`config.mk`:
```
export PLATFORM = sky130hd
export DESIGN_NAME = mibsc_stats
export DESIGN_NICKNAME = d
export VERILOG_FILES = /design/src/logic/mibsc_pkg.sv /design/src/logic/mibsc_counter.sv /design/src/logic/mibsc_stats.sv
export SDC_FILE = /design/constraint.sdc
export NUM_CORES = 1
export LEC_CHECK = 0
export BUFFER_PORTS_ARGS = -buffer_cell sky130_fd_sc_hd__buf_4
export CAP_MARGIN = 40
export CORE_MARGIN = 2
export CORE_UTILIZATION = 41
export CTS_CLUSTER_DIAMETER = 30
export DETAILED_ROUTE_END_ITERATION = 16
export PLACE_DENSITY = 0.58
export SLEW_MARGIN = 25
export SYNTH_ARGS = -nofsm -noshare
export SYNTH_HDL_FRONTEND = slang
export SYNTH_HIERARCHICAL = 1
export SYNTH_SLANG_ARGS = --single-unit
```
`constraint.sdc`:
```
create_clock -name I_CLK_SYS -period 3.35 [get_ports I_CLK_SYS]
set_input_delay 0.8375 -clock I_CLK_SYS [delete_from_list [all_inputs] [get_ports I_CLK_SYS]]
set_output_delay 0.8375 -clock I_CLK_SYS [all_outputs]
set_load 0.01 [all_outputs]
```
`src/logic/mibsc_pkg.sv`:
```
// mibsc_pkg: offsets, widths, thresholds and reset values of the MIB statistics counters
package mibsc_pkg;
   // counter slots
   localparam int CNT_NUM = 4;
   localparam int IDX_LATE = 0;
   localparam int IDX_PAUSE = 1;
   localparam int IDX_CTRL_TX = 2;
   localparam int IDX_MCAST = 3;

   // register address width and data width
   localparam int ADDR_W = 8;
   localparam int DATA_W = 32;

   // register offsets (byte addresses of the register space)
   localparam logic [7:0] OFF_MCAST = 8'hB8;
   localparam logic [7:0] OFF_CTRL_TX = 8'hFA;
   localparam logic [7:0] OFF_LATE = 8'hC0;
   localparam logic [7:0] OFF_PAUSE = 8'hF8;
   localparam logic [3:0][7:0] CNT_OFFSET = {OFF_MCAST, OFF_CTRL_TX, OFF_PAUSE, OFF_LATE};

   // counter widths
   localparam int WIDE_W = 32;
   localparam int NARROW_W = 16;
   localparam int CNT_WIDTH [CNT_NUM] = '{WIDE_W, NARROW_W, NARROW_W, WIDE_W};

   // thresholds that raise the statistics-update event
   localparam logic [31:0] THR_WIDE = 32'hC000_0000;
   localparam logic [31:0] THR_NARROW = 32'h0000_C000;
   localparam logic [31:0] CNT_THRESH [CNT_NUM] = '{THR_WIDE, THR_NARROW, THR_NARROW, THR_WIDE};

   // reset values
   localparam logic [31:0] CNT_RESET = 32'h0000_0000;
   localparam logic [31:0] RDATA_RESET = 32'h0000_0000;
   localparam logic [31:0] RDATA_UNMAPPED = 32'h0000_0000;
endpackage : mibsc_pkg

```
`src/logic/mibsc_counter.sv`:
```
// mibsc_counter: one wrapping statistics counter with threshold detection
`timescale 1ns/1ns
module mibsc_counter #(
   parameter int W = 32,
   parameter logic [31:0] THR = 32'h0000_0001
) (
   input wire logic i_clk,
   input wire logic i_rst,
   input wire logic i_inc,
   input wire logic i_wr,
   input wire logic [W-1:0] i_wdata,
   output logic [W-1:0] o_value,
   output logic o_hit
);
   import mibsc_pkg::*;

   // value one below the threshold: the next increment reaches it
   localparam logic [W-1:0] HIT_AT = W'(THR - 32'h0000_0001);

   logic [W-1:0] next_value;

   // software write wins over a same-cycle increment; add wraps at W bits
   always_comb begin
      if (i_wr) begin
         next_value = i_wdata;
      end else if (i_inc) begin
         next_value = o_value + W'(1);
      end else begin
         next_value = o_value;
      end
   end

   // counter storage
   always_ff @(posedge i_clk) begin
      if (i_rst) begin
         o_value <= W'(CNT_RESET);
      end else begin
         o_value <= next_value;
      end
   end

   // single event on the increment that lands on the threshold
   assign o_hit = i_inc && !i_wr && (o_value == HIT_AT);
endmodule : mibsc_counter

```
`src/logic/mibsc_stats.sv`:
```
// mibsc_stats: MAC MIB statistics counter group with register access and update event
`timescale 1ns/1ns
module mibsc_stats (
   input wire logic I_CLK_SYS,
   input wire logic I_RST,
   // control bits held in the MAC control and mask registers
   input wire logic I_GLOBAL_STATS_ENABLE,
   input wire logic [mibsc_pkg::CNT_NUM-1:0] I_PER_COUNTER_MASK,
   // transmit side events
   input wire logic I_TX_COLLISION,
   input wire logic I_TX_SLOT_ELAPSED,
   input wire logic I_TX_CTRL_DONE,
   input wire logic I_TX_CTRL_FROM_HOST,
   // receive control frame events
   input wire logic I_RX_CTRL_DONE,
   input wire logic I_RX_CTRL_PAUSE,
   input wire logic I_RX_CTRL_OK,
   // receive frame status
   input wire logic I_RX_FRAME_DONE,
   input wire logic I_RX_DEST_GROUP,
   input wire logic I_RX_DEST_BCAST,
   input wire logic I_RX_TOO_LONG,
   input wire logic I_RX_FCS_ERR,
   input wire logic I_RX_LEN_ERR,
   input wire logic I_RX_ALIGN_ERR,
   input wire logic I_RX_OVERRUN,
   // register access port
   input wire logic I_REG_WR,
   input wire logic I_REG_RD,
   input wire logic [mibsc_pkg::ADDR_W-1:0] I_REG_ADDR,
   input wire logic [mibsc_pkg::DATA_W-1:0] I_REG_WDATA,
   output logic [mibsc_pkg::DATA_W-1:0] O_REG_RDATA,
   output logic O_REG_RVALID,
   // statistics update event toward the interrupt status register
   output logic O_STATS_THRESHOLD_FLAG
);
   import mibsc_pkg::*;

   ////////////////////////////////////////////////////////////////////////////
   // event qualification

   logic rx_good;
   logic [CNT_NUM-1:0] event_seen;
   logic [CNT_NUM-1:0] cnt_en;
   logic [CNT_NUM-1:0] inc;
   logic [CNT_NUM-1:0] wr_sel;
   logic [CNT_NUM-1:0] rd_sel;
   logic [CNT_NUM-1:0] hit;
   logic [DATA_W-1:0] cnt [CNT_NUM];
   logic [DATA_W-1:0] next_rdata;

   // frame carries none of the excluded error kinds
   assign rx_good = !(I_RX_TOO_LONG || I_RX_FCS_ERR || I_RX_LEN_ERR
                      || I_RX_ALIGN_ERR || I_RX_OVERRUN);

   // raw events per counter slot
   always_comb begin
      event_seen = '0;
      event_seen[IDX_LATE] = I_TX_COLLISION && I_TX_SLOT_ELAPSED;
      event_seen[IDX_PAUSE] = I_RX_CTRL_DONE && I_RX_CTRL_PAUSE && I_RX_CTRL_OK;
      event_seen[IDX_CTRL_TX] = I_TX_CTRL_DONE && !I_TX_CTRL_FROM_HOST;
      event_seen[IDX_MCAST] = I_RX_FRAME_DONE && rx_good && I_RX_DEST_GROUP
                              && !I_RX_DEST_BCAST;
   end

   ////////////////////////////////////////////////////////////////////////////
   // counter bank

   genvar gi;
   generate
      for (gi = 0; gi < CNT_NUM; gi++) begin : g_cnt
         localparam int W = CNT_WIDTH[gi];
         logic [W-1:0] value;

         // gate by global enable and the slot's mask bit
         assign cnt_en[gi] = I_GLOBAL_STATS_ENABLE && !I_PER_COUNTER_MASK[gi];
         assign inc[gi] = event_seen[gi] && cnt_en[gi];
         // address decode for writes and reads
         assign wr_sel[gi] = I_REG_WR && (I_REG_ADDR == CNT_OFFSET[gi]);
         assign rd_sel[gi] = I_REG_RD && (I_REG_ADDR == CNT_OFFSET[gi]);

         // wrapping counter; wrap at W bits
         mibsc_counter #(
            .W(W),
            .THR(CNT_THRESH[gi])
         ) u_counter (
            .i_clk(I_CLK_SYS),
            .i_rst(I_RST),
            .i_inc(inc[gi]),
            .i_wr(wr_sel[gi]),
            .i_wdata(I_REG_WDATA[W-1:0]),
            .o_value(value),
            .o_hit(hit[gi])
         );

         // zero-extend narrow counters on read
         assign cnt[gi] = DATA_W'(value);
      end
   endgenerate

   ////////////////////////////////////////////////////////////////////////////
   // statistics update event

   // one-cycle pulse on any threshold crossing
   always_ff @(posedge I_CLK_SYS) begin
      if (I_RST) begin
         O_STATS_THRESHOLD_FLAG <= 1'b0;
      end else begin
         O_STATS_THRESHOLD_FLAG <= |hit;
      end
   end

   ////////////////////////////////////////////////////////////////////////////
   // register read path

   // select the addressed counter, unmapped reads give zero
   always_comb begin
      next_rdata = RDATA_UNMAPPED;
      for (int k = 0; k < CNT_NUM; k++) begin
         if (rd_sel[k]) begin
            next_rdata = cnt[k];
         end
      end
   end

   // read data and strobe one cycle after the request
   always_ff @(posedge I_CLK_SYS) begin
      if (I_RST) begin
         O_REG_RDATA <= RDATA_RESET;
         O_REG_RVALID <= 1'b0;
      end else begin
         O_REG_RDATA <= I_REG_RD ? next_rdata : O_REG_RDATA;
         O_REG_RVALID <= I_REG_RD;
      end
   end
endmodule : mibsc_stats

```
# Word-level counts from Yosys, hierarchy flattened
# Cells that the tools add are included.
# word_totals
ff_bits	130
inputBits	64
out_inout_bits	34
word_cells	82
# op_classes
n_addsub	4
eq_ne	8
n_mux	12
n_reduce_logical	51
# op_table
operator	count
2-to-1 mux 32 bit	8
adder 32 x 1 -> 32 bit, second input constant	2
equality test 32 bit, second input constant	2
2-to-1 mux 16 bit	4
adder 16 x 1 -> 16 bit, second input constant	2
equality test 16 bit, second input constant	2
equality test 8 bit, second input constant	4
logical AND 1 bit	31
zero test 1 bit	11
nonzero test 2 bit	4
logical OR 1 bit	4
OR reduction 4 bit	1

# Logic depth before layout (Yosys ltp)
# logic_depth
word_depth	12
ltp_mapped	11
mapped_depth_nobuf	9

# Hierarchy
# Netlist, hierarchy kept.
# modules_own_cells
module	n_inst	cells_each	area_per_inst_um2	seq_area_each_um2
mibsc_counter at g_cnt[0].u_counter ...	2	256	1986.9	640.6
mibsc_stats	1	230	1888.1	680.7
mibsc_counter at g_cnt[1].u_counter ...	2	112	929.6	320.3

# Worst setup path after synthesis
# OpenSTA, ideal clock, no wires.
# synth_path
kind	input to register
from	in I_RX_FCS_ERR
to	reg O_STATS_THRESHOLD_FLAG
setup_ns	0.065
t_arrival_ns	3.547
required_time_ns	3.285
slack_ns	-0.263
cell_stages	9
path_buffers	1
cell_sequence	or4b_2 > nor4_1 > nand2_1 > or4_4 > buf_6 > or3_2 > nor4_1 > nor4_1 > nor2_1
# synth_between
elab_chain_cells	12
# synth_rtl
item	line	text
start, declared	mibsc_stats.sv:23	input wire logic I_RX_FCS_ERR,
logical OR 1 bit (2 in series)	mibsc_stats.sv:53	assign rx_good = !(I_RX_TOO_LONG || I_RX_FCS_ERR || I_RX_LEN_ERR
logical OR 1 bit (2 in series)	mibsc_stats.sv:54	|| I_RX_ALIGN_ERR || I_RX_OVERRUN);
zero test 1 bit	mibsc_stats.sv:53	
logical AND 1 bit (2 in series)	mibsc_stats.sv:62	event_seen[IDX_MCAST] = I_RX_FRAME_DONE && rx_good && I_RX_DEST_GROUP
logical AND 1 bit	mibsc_stats.sv:63	&& !I_RX_DEST_BCAST;
logical AND 1 bit	mibsc_stats.sv:77	assign inc[gi] = event_seen[gi] && cnt_en[gi];
net inc[3]	mibsc_stats.sv:45	logic [CNT_NUM-1:0] inc;
logical AND 1 bit (2 in series)	mibsc_counter.sv:43	assign o_hit = i_inc && !i_wr && (o_value == HIT_AT);
net hit[3]	mibsc_stats.sv:48	logic [CNT_NUM-1:0] hit;
OR reduction 4 bit	mibsc_stats.sv:109	O_STATS_THRESHOLD_FLAG <= |hit;
end signal, assigned	mibsc_stats.sv:109	
end, declared	mibsc_stats.sv:35	output logic O_STATS_THRESHOLD_FLAG
# The timed path passes the listed nets, and every way through them passes these cells.
# A chain may end at the register's enable or synchronous reset.

# Worst setup path in the final report
# Ends and elaborated chain as after synthesis.

==> results.yml <==
floorplanning:
  coreArea_um2: 18600
  start_util_pct: 41.6
  die_y_um: 141
  die-area_um2: 19900
  ios: 98
  rows: 50
  die-width_um: 141
sta:
  fin_crit_sh_pct: 87.2
  fin_setup_tns_ns: 0
  grt_setup_unrepaired: "false"
  finalSetupViolCount: 0
  drv_slew: 0
  tightest_slew_ns: 0.698
  clock_skew_ns: 0.00451
  fmax_ghz: 0.342
  fin_crit_ns: 2.92
  maxSlewHeadroom_pct: 53.4
  hold_viol_final: 0
grt:
  track_usage_pct: 27.5
  grt_pass1_vias: 7077
  gr-total-overflow: 0
  grt_pass1_wl_mm: 41.7
  antenna_found_initial: 1
  grt_max_degree: 48
synth:
  synth_top_area_share_pct: 33.7
  avgSynthCellArea_um2: 7.99
  synthesis.area_um2: 7720
  yosys_warnings: 6
  synthCells: 966
  ys_ff_latch: 130
  synth_cell_types: 64
  synthTopCellsByArea: "dfxtp_1 34%, nor2_1 5.2%, nand2_1 3.5%, xnor2_1 3.4%, nand4_1 3.3%"
  synth_edf_count: 0
  syn_nets: 1034
  ys_seq_area_share_pct: 33.7
  synth-main-ff-cell: "dfxtp_1"
  synth_area_leader_cell: "dfxtp_1"
  async_reset_ff_share_pct: 0
setup_path:
  crit_type: "in2reg"
  critPathMaxFanout: 11
  end_kind: "flop"
  startpoint_type: "primary input"
  path_cells: "buf_4 -> or4b_4 -> nor4_4 -> nand2_2 -> or4_4 -> or3_2 -> nor4_1 -> nor4_1 -> nor2_1"
  arrival_ns: 3.29
  path_common_cell: "nor4_1"
  slowest_delay_ns: 0.56
  slowest_stage: "or4_4"
  required_ns: 3.72
power:
  power_switching_mw: 0.878
  power_frac_seq_pct: 44.5
  intPower_mw: 2.65
  power.total_mw: 3.53
  ir_drop_mv: 0.379
  p_clk_share_pct: 48.4
  powerDensity_nw_per_um2: 380
  p_comb_share_pct: 7.1
  switching_share_pct: 24.9
  power.leakage_nw: 3.26
clocking:
  clkTransAtPathRegs_ns: 0.06
  cts_htree_levels: 4
  post_cts_buffers: 0
  clk_latency_ns: 0.43
  ctsHoldBuffers: 0
  cts_max_path_buffers: 2
  cts-resized-gates: 0
  cts_tree: "done"
  root_buffer: "clkbuf_16"
  cts_sinks: 130
  cts_buffers: 17
final_layout:
  fillers: 1854
  syn_to_final_growth_pct: 20.2
  final_net_count: 1117
  antennaDiodeCount: 0
  drive_gt1_share_pct: 19.7
  stdcell_count: 1296
placement:
  gp_congestion: 0.898
  dpl.hpwl_mm: 20.0
  dp.cells: 1264
  port_buffers: 97
run_status:
  outcome: "finished, final reports clean"
routing:
  viasPerCell: 6.05
  drcViolationCount: 0
  wirelength_mm: 27.3
  drt_first_pass_iters: 7
  ant_nets: 0
  drt_iter0_markers: 782
  wl_per_cell_um: 21.1
  vias: 7836
min_path:
  min_path_type: "reg2reg"
flow_run:
  cap_viol_max_count: 0
## power by group through the flow
stage | sequential [mW] | combinational, mW | clock, mW
2_1_floorplan | 1.60 | 0.0950 | 0
4_1_cts | 1.57 | 0.248 | 1.74
3_5_place_dp | 1.60 | 0.248 | 0
5_1_grt | 1.57 | 0.268 | 1.80
3_3_place_gp | 1.60 | 0.248 | 0
6_report | 1.57 | 0.250 | 1.71
## kinds of logic after synthesis
logic type / count (synthesis) / share of synthesized area [%]
simple gates: 434 / 31.5
buf+inv: 104 / 5.80
fa+ha+maj: 4 / 0.648
compound gates: 236 / 21.6
mux: 12 / 1.59
xor+xnor: 46 / 5.22
flops: 130 / 33.7
## worst max-delay path: cells and delay by family
family / cells / cell delay (ns)
buf+inv: 1 / 0.10
simple gates: 8 / 2.35
## state kept, by name, indices dropped and copies added, names as in the netlist
| name | flops |
|---|---|
| O_REG_RVALID | 1 |
| g_cnt.u_counter/o_value | 96 |
| O_STATS_THRESHOLD_FLAG | 1 |
| O_REG_RDATA | 32 |
## final timing paths
check	startpoint	to	slack [ns]	depth (start not counted)
max reg2reg	g_cnt[0].u_counter/o_value[2]$_SDFFE_PP0P_	O_STATS_THRESHOLD_FLAG$_SDFF_PP0_	0.87	6
min	O_REG_RDATA[7]$_SDFFE_PP0P_	O_REG_RDATA[7]$_SDFFE_PP0P_	0.46	2
max	I_RX_FCS_ERR	O_STATS_THRESHOLD_FLAG$_SDFF_PP0_	0.43	9
min reg2reg	O_REG_RDATA[7]$_SDFFE_PP0P_	O_REG_RDATA[7]$_SDFFE_PP0P_	0.46	2
## per-stage QoR
step                      worst slack, ns  utilization, %  hold WS (ns)  instance area, um2
final                               0.429            50.0         0.455                9280
after global routing                0.258            50.0         0.495                9280
after CTS                           0.437            50.0         0.462                9280
after detailed placement          -0.0128            47.1         0.448                8750
after global placement             0.0280            47.1         0.446                8750
after floorplan                    0.0718               -         0.452                7740
## layout by cell type, fill, tap and decap left out, types with 17 or more instances in the layout
master | Yosys | routed
buf_4 | 5 | 132
a21oi_1 | 40 | 40
dfxtp_1 | 130 | 130
nor2_1 | 106 | 106
nor3_1 | 30 | 30
nand4_1 | 41 | 41
nand3_1 | 36 | 36
nand2_1 | 72 | 71
a211oi_1 | 20 | 20
nor2b_1 | 24 | 23
o21ai_0 | 29 | 29
nor4_1 | 22 | 19
xnor2_1 | 30 | 30
inv_1 | 35 | 35
a311oi_1 | 24 | 24
clkbuf_16 | 0 | 17
## layout make-up
type	instances	area, um2	share of cell area [%]
clock inverters	11	62.6	0.674
multi-input cells	732	4710	50.8
clock buffers	21	470	5.07
repair buffers	133	1010	10.9
well taps	234	293	3.15
inverters	35	131	1.42
flip-flops and latches	130	2600	28.0
## cell usage after synthesis, types with 5 or more instances
cell type,n
nor2_1,106
clkbuf_1,45
mux2i_1,10
or3_2,8
dfxtp_1,130
buf_4,5
inv_1,35
o31ai_1,16
o211ai_1,8
nand4_1,41
a311oi_1,24
and2_1,8
xor2_1,16
o21ai_0,29
nor3b_1,9
a21oi_1,40
nor4_1,22
a22oi_1,9
xnor2_1,30
and3_1,14
o2bb2ai_1,16
a211oi_1,20
nand2_1,72
a221oi_1,11
nand3_1,36
nor3_1,30
a31oi_1,11
buf_1,8
or4_1,16
nor2b_1,24
buf_2,6
or3_1,5
a32oi_1,5
and4_1,5
o22ai_1,7
or3b_2,8
o21a_1,16
## layer usage
metal | vias to the layer above | global-route usage, % | routed length, um | part of all wire, %
met3 | 35 | 4.52 | 2050 | 7.5
met2 | 320 | 43.6 | 12500 | 46
met1 | 3699 | 38.7 | 12200 | 45
met4 | 0 | 7.42 | 502 | 1.8
met5 | - | 0 | 0 | 0
li1 | 3782 | - | - | -
Power figures use the tool's default switching activity.
